`config.mk`:
```
export PLATFORM = sky130hd
export DESIGN_NAME = ost_clock_ctrl
export DESIGN_NICKNAME = d
export VERILOG_FILES = /design/src/logic/ost_pkg.sv /design/src/logic/ost_clock_ctrl.sv /design/src/logic/ost_divider.sv
export SDC_FILE = /design/constraint.sdc
export NUM_CORES = 1
export LEC_CHECK = 0
export BUFFER_PORTS_ARGS = -buffer_cell sky130_fd_sc_hd__clkbuf_2
export CAP_MARGIN = 30
export CORE_MARGIN = 10
export CORE_UTILIZATION = 55
export DETAILED_ROUTE_END_ITERATION = 10
export PLACE_DENSITY = 0.8
export SETUP_SLACK_MARGIN = 0.02
export SLEW_MARGIN = 20
export SYNTH_ARGS = -nofsm -noshare
export SYNTH_HDL_FRONTEND = slang
export SYNTH_SLANG_ARGS = --single-unit
```
`constraint.sdc`:
```
create_clock -name clk -period 5.6 [get_ports clk]
set_input_delay 0.28 -clock clk [delete_from_list [all_inputs] [get_ports clk]]
set_output_delay 0.28 -clock clk [all_outputs]
set_load 0.005 [all_outputs]
```
`src/logic/ost_pkg.sv`:
```
// Constants for the oscillator select, start-up delay and RC trim block.
// Assumes a single 50 MHz system clock and fuse levels that are static after reset.
package ost_pkg;

    // -------------------------------------------------------------------
    // Register map
    // -------------------------------------------------------------------
    localparam logic [3:0] ADDR_RC_TRIM   = 4'h0;
    localparam logic [3:0] ADDR_STATUS    = 4'h1;
    localparam logic [7:0] TRIM_FACTORY   = 8'h80;
    localparam int         TRIM_RANGE_POS = 7;

    // -------------------------------------------------------------------
    // Fuse codes
    // -------------------------------------------------------------------
    localparam logic [3:0] SRC_RC         = 4'h2;
    localparam logic [2:0] RANGE_0P4_0P9  = 3'h4;
    localparam logic [2:0] RANGE_0P9_3P0  = 3'h5;
    localparam logic [2:0] RANGE_3P0_8P0  = 3'h6;
    localparam logic [2:0] RANGE_8P0_16P0 = 3'h7;
    localparam logic [1:0] SUT_00         = 2'h0;
    localparam logic [1:0] SUT_01         = 2'h1;
    localparam logic [1:0] SUT_10         = 2'h2;
    localparam logic [1:0] SUT_11         = 2'h3;

    // -------------------------------------------------------------------
    // Start-up counts
    // -------------------------------------------------------------------
    localparam logic [15:0] CK_6      = 16'h0006;
    localparam logic [15:0] CK_258    = 16'h0102;
    localparam logic [15:0] CK_1K     = 16'h0400;
    localparam logic [15:0] CK_16K    = 16'h4000;
    localparam logic [15:0] CK_14     = 16'h000E;
    localparam logic [15:0] WDT_4MS   = 16'h0200;
    localparam logic [15:0] WDT_65MS  = 16'h2000;
    localparam logic [2:0]  DIV8_LAST = 3'h7;

    typedef enum logic [1:0] {
        OST_ST_IDLE = 2'b00,
        OST_ST_RTO  = 2'b01,
        OST_ST_CNT  = 2'b11,
        OST_ST_RUN  = 2'b10
    } ost_state_t;

endpackage : ost_pkg

```
`src/logic/ost_clock_ctrl.sv`:
```
// Clock source selection, start-up delay sequencing and RC trim register.
// Assumes fuse inputs are steady, and that tick inputs are one-cycle enables.
//
// Our own choices: the placing of the registers and strobed register access.
module ost_clock_ctrl (
    input  wire logic       clk,             // System clock, 50 MHz.
    input  wire logic       rst,             // Asynchronous reset, active high.
    input  wire logic [3:0] clockSourceFuses,// Source select fuse levels.
    input  wire logic [1:0] startupTimeFuses,// Start-up time fuse levels.
    input  wire logic       resetPinDisableFuse, // Low when programmed.
    input  wire logic       divideByEightFuse,   // Low when programmed.
    input  wire logic [7:0] factoryTrim,     // Stored calibration byte.
    input  wire logic       wakeReq,         // Pulse: wake from power-down.
    input  wire logic       srcTick,         // Selected source cycle enable.
    input  wire logic       wdtTick,         // Watchdog oscillator cycle enable.
    input  wire logic [3:0] addr,            // Register address.
    input  wire logic [7:0] wrData,          // Register write data.
    input  wire logic       wrEn,            // Write strobe.
    input  wire logic       rdEn,            // Read strobe.
    output logic      [7:0] rdData,          // Read data, cycle after strobe.
    output logic      [7:0] rcTrimValue,     // Trim word to the RC oscillator.
    output logic            rcSelect,        // RC oscillator is the source.
    output logic            xtalSelect,      // Crystal oscillator is the source.
    output logic      [2:0] oscRangeFuses,   // Crystal range code in use.
    output logic            coreRun,         // Core clock released.
    output logic            coreTick         // Core clock enable.
);

    // -------------------------------------------------------------------
    // State
    // -------------------------------------------------------------------
    typedef struct packed {
        ost_pkg::ost_state_t state;
        logic [15:0]         count;
        logic [15:0]         rtoCount;
        logic [15:0]         ckTarget;
        logic [7:0]          trim;
        logic [7:0]          rdData;
        logic                loaded;
        logic                fromReset;
        logic                rcSel;
        logic                xtalSel;
        logic [2:0]          range;
        logic                run;
        logic                tick;
        logic                badCode;
    } ost_ctl_t;

    ost_ctl_t cur;
    ost_ctl_t next_cur;
    logic     divTick;

    // -------------------------------------------------------------------
    // Delay decode
    // -------------------------------------------------------------------
    function automatic logic programmed(input logic fuse);
        return !fuse;
    endfunction : programmed

    // Wake-up cycle count for the fuse setting.
    function automatic logic [15:0] wakeCycles(input logic [3:0] src, input logic [1:0] sut);
        if (src == ost_pkg::SRC_RC) begin
            return ost_pkg::CK_6;
        end else if (!src[0]) begin
            return (sut == ost_pkg::SUT_00 || sut == ost_pkg::SUT_01) ?
                   ost_pkg::CK_258 : ost_pkg::CK_1K;
        end else begin
            return (sut == ost_pkg::SUT_00) ? ost_pkg::CK_1K : ost_pkg::CK_16K;
        end
    endfunction : wakeCycles

    // Watchdog cycles added after reset; zero for the plain 14-cycle case.
    function automatic logic [15:0] resetWdt(input logic [3:0] src, input logic [1:0] sut,
                                             input logic rstDis);
        logic [1:0] k;
        k = 2'h0;
        if (src == ost_pkg::SRC_RC) begin
            k = sut;
            if (rstDis && sut == ost_pkg::SUT_00) begin
                k = ost_pkg::SUT_01;
            end
            if (rstDis && sut == ost_pkg::SUT_10) begin
                k = ost_pkg::SUT_01;
            end
        end else if (!src[0]) begin
            k = (sut == ost_pkg::SUT_11) ? ost_pkg::SUT_01 : sut + 2'h1;
        end else begin
            k = (sut == ost_pkg::SUT_00) ? ost_pkg::SUT_10 : sut - 2'h1;
        end
        case (k)
            ost_pkg::SUT_01: return ost_pkg::WDT_4MS;
            ost_pkg::SUT_10: return ost_pkg::WDT_65MS;
            default:         return 16'h0000;
        endcase
    endfunction : resetWdt

    ost_divider u_div (
        .clk      (clk),
        .rst      (rst),
        .srcTick  (srcTick),
        .divEight (programmed(divideByEightFuse)),
        .coreTick (divTick)
    );

    // -------------------------------------------------------------------
    // Next state
    // -------------------------------------------------------------------
    always_comb begin
        next_cur = cur;
        next_cur.rdData = 8'h00;
        next_cur.tick = cur.run && divTick;
        next_cur.rcSel = (clockSourceFuses == ost_pkg::SRC_RC);
        next_cur.xtalSel = clockSourceFuses[3];
        next_cur.range = clockSourceFuses[3:1];
        next_cur.badCode = next_cur.rcSel && (startupTimeFuses == ost_pkg::SUT_11);
        if (!cur.loaded) begin
            next_cur.trim = factoryTrim;
            next_cur.loaded = 1'b1;
        end else if (wrEn && addr == ost_pkg::ADDR_RC_TRIM) begin
            next_cur.trim = wrData;
        end
        if (rdEn) begin
            case (addr)
                ost_pkg::ADDR_RC_TRIM: next_cur.rdData = cur.trim;
                ost_pkg::ADDR_STATUS:  next_cur.rdData = {4'h0, cur.badCode, cur.xtalSel,
                                                          cur.rcSel, cur.run};
                default:               next_cur.rdData = 8'h00;
            endcase
        end
        case (cur.state)
            ost_pkg::OST_ST_IDLE: begin
                next_cur.ckTarget = ost_pkg::CK_14;
                next_cur.rtoCount = resetWdt(clockSourceFuses, startupTimeFuses,
                                             programmed(resetPinDisableFuse));
                next_cur.count = 16'h0000;
                next_cur.state = ost_pkg::OST_ST_RTO;
            end
            ost_pkg::OST_ST_RTO: begin
                if (cur.rtoCount == 16'h0000) begin
                    next_cur.state = ost_pkg::OST_ST_CNT;
                end else if (wdtTick) begin
                    next_cur.rtoCount = cur.rtoCount - 16'h0001;
                end
            end
            ost_pkg::OST_ST_CNT: begin
                if (cur.count >= cur.ckTarget) begin
                    next_cur.run = 1'b1;
                    next_cur.state = ost_pkg::OST_ST_RUN;
                end else if (srcTick) begin
                    next_cur.count = cur.count + 16'h0001;
                end
            end
            ost_pkg::OST_ST_RUN: begin
                if (wakeReq) begin
                    next_cur.run = 1'b0;
                    next_cur.tick = 1'b0;
                    next_cur.count = 16'h0000;
                    next_cur.ckTarget = wakeCycles(clockSourceFuses, startupTimeFuses);
                    next_cur.state = ost_pkg::OST_ST_CNT;
                end
            end
            default: begin
                next_cur.state = ost_pkg::OST_ST_IDLE;
            end
        endcase
    end

    always_ff @(posedge clk or posedge rst) begin
        if (rst) begin
            cur <= '0;
            cur.trim <= ost_pkg::TRIM_FACTORY;
        end else begin
            cur <= next_cur;
        end
    end

    // -------------------------------------------------------------------
    // Outputs
    // -------------------------------------------------------------------
    assign rdData        = cur.rdData;
    assign rcTrimValue   = cur.trim;
    assign rcSelect      = cur.rcSel;
    assign xtalSelect    = cur.xtalSel;
    assign oscRangeFuses = cur.range;
    assign coreRun       = cur.run;
    assign coreTick      = cur.tick;
endmodule : ost_clock_ctrl

```
`src/logic/ost_divider.sv`:
```
// Programmable clock enable divider: passes every cycle or one cycle in eight.
// Assumes the enable input marks cycles of the selected source clock.
module ost_divider (
    input  wire logic clk,      // System clock.
    input  wire logic rst,      // Asynchronous reset, active high.
    input  wire logic srcTick,  // Selected source cycle enable.
    input  wire logic divEight, // High to divide by eight.
    output logic      coreTick  // Resulting core clock enable.
);

    typedef struct packed {
        logic [2:0] count;
        logic       tick;
    } ost_div_t;

    ost_div_t cur;
    ost_div_t next_cur;

    always_comb begin
        next_cur = cur;
        next_cur.tick = 1'b0;
        if (srcTick) begin
            next_cur.count = cur.count + 3'h1;
            next_cur.tick = !divEight || (cur.count == ost_pkg::DIV8_LAST);
        end
    end

    always_ff @(posedge clk or posedge rst) begin
        if (rst) begin
            cur <= '0;
        end else begin
            cur <= next_cur;
        end
    end

    assign coreTick = cur.tick;

endmodule : ost_divider

```
Word level (Yosys, flattened, before mapping)
Cells that the tools add are included.
{"block": "word_totals", "output_inout_bits": 23, "inputBits": 35, "register_bits": 79, "wordCells": 94}
{"block": "op_classes", "mux": 33, "order_cmp": 1, "eq_ne": 19, "n_reduce_logical": 21, "add_sub_neg": 5}
{"cell": "two-way mux 16 bit", "n": 5}
{"cell": "one-hot mux 16 bit (2 select lines)", "n": 2}
{"cell": "one-hot mux 16 bit (3 select lines)", "n": 1}
{"cell": "two-way mux 15 bit", "n": 3}
{"cell": "one-hot mux 14 bit (2 select lines)", "n": 1}
{"cell": "two-way mux 8 bit", "n": 3}
{"cell": "two-way mux 2 bit", "n": 10}
{"cell": "two-way mux 18 bit", "n": 1}
{"cell": "adder 16 x 1 -> 16 bit (second input constant)", "n": 1}
{"cell": ">= comparator 16 bit", "n": 1}
{"cell": "zero test 16 bit", "n": 1}
{"cell": "one-hot mux 8 bit (2 select lines)", "n": 1}
{"cell": "subtractor 16 x 1 -> 16 bit (second input constant)", "n": 1}
{"cell": "inequality test 2 bit (second input constant)", "n": 7}
{"cell": "two-way mux 11 bit", "n": 1}
{"cell": "== test 2 bit (second input constant)", "n": 5}
{"cell": "AND reduction 3 bit", "n": 3}
{"cell": "one-hot mux 2 bit (4 select lines)", "n": 1}
{"cell": "== test 2 x 1 -> 1 bit (second input constant)", "n": 3}
{"cell": "nonzero test 2 bit", "n": 3}
{"cell": "logical AND 1 bit", "n": 5}
{"cell": "== test 4 x 1 -> 1 bit (second input constant)", "n": 1}
{"cell": "== test 4 x 2 -> 1 bit (second input constant)", "n": 1}
{"cell": "zero test 2 bit", "n": 2}
{"cell": "other kinds (13)", "n": 16}

Logic depth before layout (Yosys ltp)
Gate-level depths: netlist (run 1).
{"block": "depth", "ltp_word": 9, "mapped_depth": 9, "ltp_nobuf": 8}

Cells and area by module
From an unflattened synthesis (run 1), not the netlist that was laid out.
{"block": "hier_totals", "hier_cells": 392, "area_unflattened_um2": 3913.8}
{"module": "ost_clock_ctrl", "n_inst": 1, "area_each_um2": 3742.3, "seq_area_each_um2": 1602.8, "cells_each": 380}
{"module": "ost_divider", "n_inst": 1, "area_each_um2": 171.4, "seq_area_each_um2": 100.1, "cells_each": 12}

Worst setup path after synthesis (run 1)
Ideal clock, no wire load.
{"block": "synth_timing", "path_type": "flip-flop to flip-flop", "startpoint": "reg cur[40] (netlist bit)", "endpoint": "reg cur[70] (netlist bit)", "t_required_ns": 5.522, "arrival_time_ns": 1.973, "setup_time_ns": 0.078, "period_less_slack_ns": 2.051, "path_slack_ns": 3.549, "stages_incl_launch_ff": 10, "n_path_buf": 1, "path_cell_list": "dfrtp_1 inv_1 ha_1 and4bb_1 and3_2 o211ai_2 nand3_2 buf_6 or4_1 a21oi_1"}
{"block": "synth_between", "elab_chain_len": 3}
{"item": "start, declared", "line_no": "ost_clock_ctrl.sv:49", "source": "ost_ctl_t cur;"}
{"item": "start signal, assigned", "line_no": "ost_clock_ctrl.sv:173", "source": "cur <= next_cur;"}
{"item": ">= comparator 16 bit", "line_no": "ost_clock_ctrl.sv:146", "source": "if (cur.count >= cur.ckTarget) begin"}
{"item": "inequality test 2 bit (no line)"}
{"item": "AND reduction 4 bit (no line)"}
No other way between the ends.
A chain may end at the register's enable or synchronous reset.

Worst setup path after layout (run 1)
{"block": "layout_timing", "startpoint": "reg cur[40] (netlist bit)", "endpoint": "reg cur[65] (netlist bit)"}
The elaborated chain is that of the path after synthesis.

==> results of run 1 <==
==> state kept, by name (all words and copies together), names as in the netlist <==
name and cells:
coreRun 1, coreTick 1, cur 42, oscRangeFuses 3, rcSelect 1, rcTrimValue 8, rdData 8, u_div.coreTick 1
u_div.cur 3
==> stage by stage <==
step                      worst slack, ps  power (mW)
after floorplan                      3550       0.865
after global placement               3400       0.924
after detailed placement             3310       0.942
after CTS                            3300        1.40
after global routing                 3110        1.48
final                                3280        1.39
==> per-layer routing <==
metal	part of all wire (%)	track usage [%]	wire length (µm)
met3	7.6	6.33	596
met2	47	25.3	3690
met5	0	0	0
met1	43	19.7	3390
met4	2.3	6.32	179
==> worst max-delay path, cell delays in order, from the launching register on <==
cell,delay (ps)
dfrtp_1,360
inv_1,60
ha_1,370
and4bb_1,230
and3_2,200
o211ai_2,90
nand3_2,230
or4_1,550
a21oi_1,150
==> worst min path at each step <==
stage / endpoint / start / cells past startpoint / slack, ps
after floorplan: oscRangeFuses[0]$_DFF_PP0_ / clockSourceFuses[1] / 0 / 310
after global placement: oscRangeFuses[0]$_DFF_PP0_ / clockSourceFuses[1] / 1 / 400
after detailed placement: oscRangeFuses[0]$_DFF_PP0_ / clockSourceFuses[1] / 1 / 410
after CTS: oscRangeFuses[0]$_DFF_PP0_ / clockSourceFuses[1] / 1 / 40
after global routing: oscRangeFuses[0]$_DFF_PP0_ / clockSourceFuses[1] / 1 / 40
final: oscRangeFuses[0]$_DFF_PP0_ / clockSourceFuses[1] / 1 / 50
==> kinds of logic after synthesis <==
family                   share of synthesized area, %
AND/OR/NAND/NOR                                  21.3
adder cells (fa/ha/maj)                          5.16
other                                           0.103
multiplexers                                     3.92
XOR/XNOR                                         2.41
AO/OA/AOI/OAI                                    13.4
flip-flops                                       46.8
buffers and inverters                            6.91
==> power breakdown <==
| part | internal (mW) | total [mW] | switching, mW |
|---|---|---|---|
| clock | 0.264 | 0.456 | 0.192 |
| sequential | 0.557 | 0.621 | 0.0632 |
| combinational | 0.134 | 0.312 | 0.179 |
==> cell type report <==
cell class / instances / area, µm² / area share, %
clock buffer: 11 / 141 / 3.49
clock inverter: 5 / 83.8 / 2.07
inverter: 12 / 45.0 / 1.11
multi-input combinational: 254 / 1690 / 41.6
sequential: 68 / 1700 / 42.1
tap: 77 / 96.3 / 2.38
timing repair buffer: 58 / 293 / 7.23
==> placed cells by master (no fill, tap or decap), types with 3 or more instances in the layout <==
cell type	synthesis	routed
and2_1	8	8
clkbuf_2	0	57
xor2_1	5	5
nand4_1	4	4
dfrtp_1	67	67
inv_1	12	11
o21ai_0	14	14
xnor2_1	5	5
a31oi_1	5	5
nor3_1	10	10
nand2_2	3	3
o22ai_1	3	3
nor4_1	7	7
a21oi_1	25	25
or3_1	4	4
nor2_1	36	36
or4_1	4	4
nand2b_1	4	4
mux2i_1	12	12
o21a_1	4	4
nand3_1	13	13
o31ai_1	4	4
ha_1	15	15
and3_1	8	8
nand2_1	22	22
clkbuf_8	0	10
==> run_results.csv, run 1 <==
group,metric,value,unit
timing,rsz0062_at_grt,"false",
cts,clkLatencyLatePin,360,ps
global_routing,grt_start_max_net_pins,69,
timing,hold_ws,48.9,ps
critical_path,critPathMaxFanout,12,
floorplanning,io_pins,58,
floorplanning,std_cell_rows,29,
yosys,synthCells,364,
critical_path,required,5880,ps
drt,drt-initial-drc-count,150,
global_routing,track_usage,16.2,%
global_routing,first_global_vias,2869,
pwr,irDropWorstVdd,0.209,mV
pwr,powerDensity,343,mW/mm²
yosys,synth-seq-cells,68,
cells_and_area,finalInstanceArea,0.00405,mm²
critical_path,reg2reg_to,"cur[65]$_DFFE_PP0P_",
yosys,synth_ff_type,"dfrtp_1",
yosys,synth_top_cells_by_count,"dfrtp_1, nor2_1, a21oi_1",
timing,hold_viol,0,
cts,cts-resized-gates,0,
cts,cts_root_buffer,"clkbuf_8",
drt,viasPerCell,5.76,
cts,cts_hold_buf,0,
global_routing,grt_pass1_wl,13400,µm
yosys,syn_area_per_cell,10.0,µm²
cts,clk_path_buf_depth,2,
timing,tightest_slew,901,ps
drt,dr.pass1.iters,4,
timing,setup_viol,0,
critical_path,endpoint,"cur[65]$_DFFE_PP0P_",
floorplanning,die_y,101,µm
cts,cts_sinks,68,
floorplanning,coreArea,0.00639,mm²
floorplanning,dieArea,0.0103,mm²
cts,cts_max_level,3,
yosys,yosysTopAreaCell,"dfrtp_1",
floorplanning,die_w,101,µm
timing,min_period,2320,ps
yosys,ys_seq_area_share,46.8,%
yosys,synth_enable_flop_cells,0,
timing,clock_skew,14.6,ps
global_routing,grt_overflow,0,
critical_path,setup.worst_path.start,"cur[40]$_DFFE_PP0P_",
cells_and_area,post-route-util,63.4,%
placed_design,place_congestion,0.869,
yosys,synth_area,0.00364,mm²
cts,cts_tree,"done",
placed_design,io_buffer_count,57,
run_status,status,"finished, final reports clean",
placed_design,postPlaceCellArea,0.00382,mm²
pwr,leakagePower,1.98,nW
drt,vias,2795,
yosys,synth-async-reset-ratio,100,%
hold_path,hold_path.class,"in2reg",
cts,cts_setup_buffers,0,
critical_path,startpoint_type,"flop",
drt,wl,7850,µm
drt,wire_per_inst,16.2,µm
yosys,synth_nets,414,
timing,slew_viol_final,0,
cts,clk_pin_slew,80,ps
job,max_cap_viol_count,0,
cells_and_area,drive_above_1_share,23.3,%
yosys,ys_warn_count,0,
placed_design,dpl.hpwl,5740,µm
timing,max_freq,432,MHz
critical_path,r2r_start,"cur[40]$_DFFE_PP0P_",
cells_and_area,final_cells,485,
critical_path,critPathArrivalTime,2600,ps
critical_path,rr_worst_depth,8,
cells_and_area,antenna_cells,0,
global_routing,antenna_found_initial,0,
drt,drc,0,
critical_path,path_class,"reg2reg",
cells_and_area,fin_nets,453,
critical_path,rrSetupSlack,3280,ps
placed_design,dp_cells,469,
critical_path,endpoint_kind,"flop",
cells_and_area,fill_cells,528,
yosys,synth_area_leaders,"dfrtp_1, ha_1, buf_4",
timing,fin_crit_sh,41.3,%
yosys,yosysTopAreaCellShare,46.1,%
timing,slew_headroom,39.7,%
floorplanning,start_util,57.0,%
yosys,synth_cell_type_count,57,
drt,antenna_left,0,
cts,cts_made_buffers,9,
cells_and_area,areaGrowthSynthToFinish,11.2,%
timing,tns,0,ps
yosys,synth.most_common_cell,"dfrtp_1",
Power figures use the tool's default switching activity.
==> run 2: changes to the inputs <==
==> constraint.sdc (replaced) <==
create_clock -name clk -period 2.2 [get_ports clk]
set_input_delay 0.11 -clock clk [delete_from_list [all_inputs] [get_ports clk]]
set_output_delay 0.11 -clock clk [all_outputs]
set_load 0.005 [all_outputs]
==> run_results.csv, run 2 (same netlist as run 1, synthesis figures left out) <==
group,metric,value,unit
drt,wire_per_inst,16.1,µm
cells_and_area,post-route-util,66.3,%
hold_path,whs_path_depth,3,
placed_design,dpl.hpwl,6000,µm
cells_and_area,largest_reg_flops,42,
timing,fin_crit_sh,96.2,%
drt,antenna_left,0,
global_routing,first_global_vias,2888,
floorplanning,std_cell_rows,29,
global_routing,grt_overflow,0,
critical_path,path_class,"reg2reg",
drt,drt-initial-drc-count,169,
pwr,p_comb_share,29.0,%
cts,cts_max_level,3,
cells_and_area,fin_nets,477,
cts,cts_sinks,68,
floorplanning,dieArea,0.0103,mm²
drt,drc,0,
floorplanning,coreArea,0.00639,mm²
global_routing,antenna_found_initial,0,
hold_path,hold_path.class,"in2reg",
global_routing,grt_pass1_wl,13500,µm
global_routing,grt_start_max_net_pins,30,
drt,wl,8210,µm
critical_path,required,2410,ps
timing,max_freq,472,MHz
pwr,p_switching,1.17,mW
placed_design,place_congestion,0.898,
cts,cts_tree,"done",
job,max_cap_viol_count,0,
cells_and_area,final_cell_mix,"dfrtp_1, clkbuf_2, nor2_1",
critical_path,rrSetupSlack,80,ps
placed_design,io_buffer_count,57,
critical_path,critPathMaxFanout,4,
global_routing,track_usage,16.2,%
critical_path,startpoint_type,"flop",
timing,min_period,2120,ps
timing,rsz0062_at_grt,"false",
cells_and_area,final_common_cell,"dfrtp_1",
drt,vias,2973,
run_status,status,"finished, final reports clean",
critical_path,endpoint_kind,"flop",
floorplanning,start_util,57.0,%
pwr,irDropWorstVdd,0.550,mV
cts,cts_made_buffers,9,
timing,clock_skew,13.0,ps
timing,fin_ws,82.9,ps
timing,slew_headroom,59.0,%
floorplanning,io_pins,58,
pwr,pwr-share-clk,25.9,%
pwr,leakagePower,2.08,nW
cells_and_area,antenna_cells,0,
drt,viasPerCell,5.84,
pwr,swShare,33.9,%
floorplanning,die_w,101,µm
critical_path,rr_worst_depth,8,
pwr,powerDensity,812,mW/mm²
cts,clkLatencyLatePin,350,ps
critical_path,critPathArrivalTime,2330,ps
pwr,p_int,2.27,mW
cts,clk_path_buf_depth,2,
pwr,power,3.44,mW
floorplanning,die_y,101,µm
cells_and_area,areaGrowthSynthToFinish,16.3,%
drt,dr.pass1.iters,4,
cts,clk_pin_slew,80,ps
cells_and_area,drive_above_1_share,28.0,%
pwr,sequentialPowerShare,45.1,%
timing,slew_viol_final,0,
cts,cts_root_buffer,"clkbuf_8",
timing,setup_viol,0,
placed_design,dp_slack,-7.08,ps
timing,hold_viol,0,
cells_and_area,regMostFlops,"cur",
timing,tightest_slew,614,ps
## run 2: cell count changes in the layout (fill, tap and decap cells not counted), sizes merged
cell / before / now
inv: 13 / 12
clkinv: 0 / 4
nand3: 14 / 15
clkbuf: 68 / 67
bufinv: 2 / 0
dlygate4sd3: 0 / 5
buf: 1 / 19
## run 2: power groups by stage
stage / Sequential [mW] / Clock, mW / Combinational [mW]
final: 1.55 / 0.891 / 0.999
after global routing: 1.57 / 0.957 / 1.10
after CTS: 1.54 / 0.908 / 0.928
after detailed placement: 1.57 / 0 / 0.905
after global placement: 1.56 / 0 / 0.873
after floorplan: 1.54 / 0 / 0.665
## run 2: path summary, 6_finish.rpt
kind | startpoint | endpoint
min in group asynchronous | rst | cur[55]$_DFFE_PP0P_
worst max register to register | cur[29]$_DFFE_PP0P_ | cur[72]$_DFFE_PP0P_
worst min register to register | u_div.cur[1]$_DFFE_PP0P_ | u_div.cur[1]$_DFFE_PP0P_
worst min-delay path | factoryTrim[7] | rcTrimValue[7]$_DFFE_PP1P_
max in group asynchronous | rst | cur[69]$_DFFE_PP0P_
worst max-delay path | cur[29]$_DFFE_PP0P_ | cur[72]$_DFFE_PP0P_
## run 2: cell type report
| type | count | area (µm²) |
|---|---|---|
| Sequential cell | 68 | 1700 |
| Inverter | 12 | 45.0 |
| Timing Repair Buffer | 81 | 478 |
| Multi-Input combinational cell | 255 | 1740 |
| Clock buffer | 10 | 128 |
| Tap cell | 77 | 96.3 |
| Fill cell | 504 | 2150 |
| Clock inverter | 6 | 42.5 |
## run 2: stage by stage
step                      area [µm²]  cells  hold slack, ps  TNS, ps
after CTS                       4180    507            24.9        0
after global placement          3950    486             197        0
after detailed placement        3950    486             209    -7.08
final                           4230    509            32.4        0
after global routing            4230    509            32.3        0
after floorplan                 3640    364             141        0
## run 2: repair_timing
action | CTS | global route
setup buffers | 0 | 1
pin swaps | 0 | 8
gates resized for setup | 1 | 9
endpoints found under the setup margin | 2 | 4
hold buffers | 5 | 0
hold endpoints to repair | 29 | 0
gates cloned | 0 | 1
## run 2: layer usage
metal / part of all wire (%) / global-route usage, % / vias to the layer above
met5: 0 / 0 / -
met4: 1.5 / 7.82 / 0
met3: 8.4 / 4.08 / 11
met2: 49 / 25.9 / 96
met1: 41 / 19.9 / 1447
li1: - / - / 1419
## run 2: critical path: stages (launching register included)
cell	delay, ps
dfrtp_1	360
inv_1	50
ha_1	320
a21oi_2	120
nand2_1	110
o211ai_4	280
nand2_1	210
o311ai_0	400
o41ai_1	140
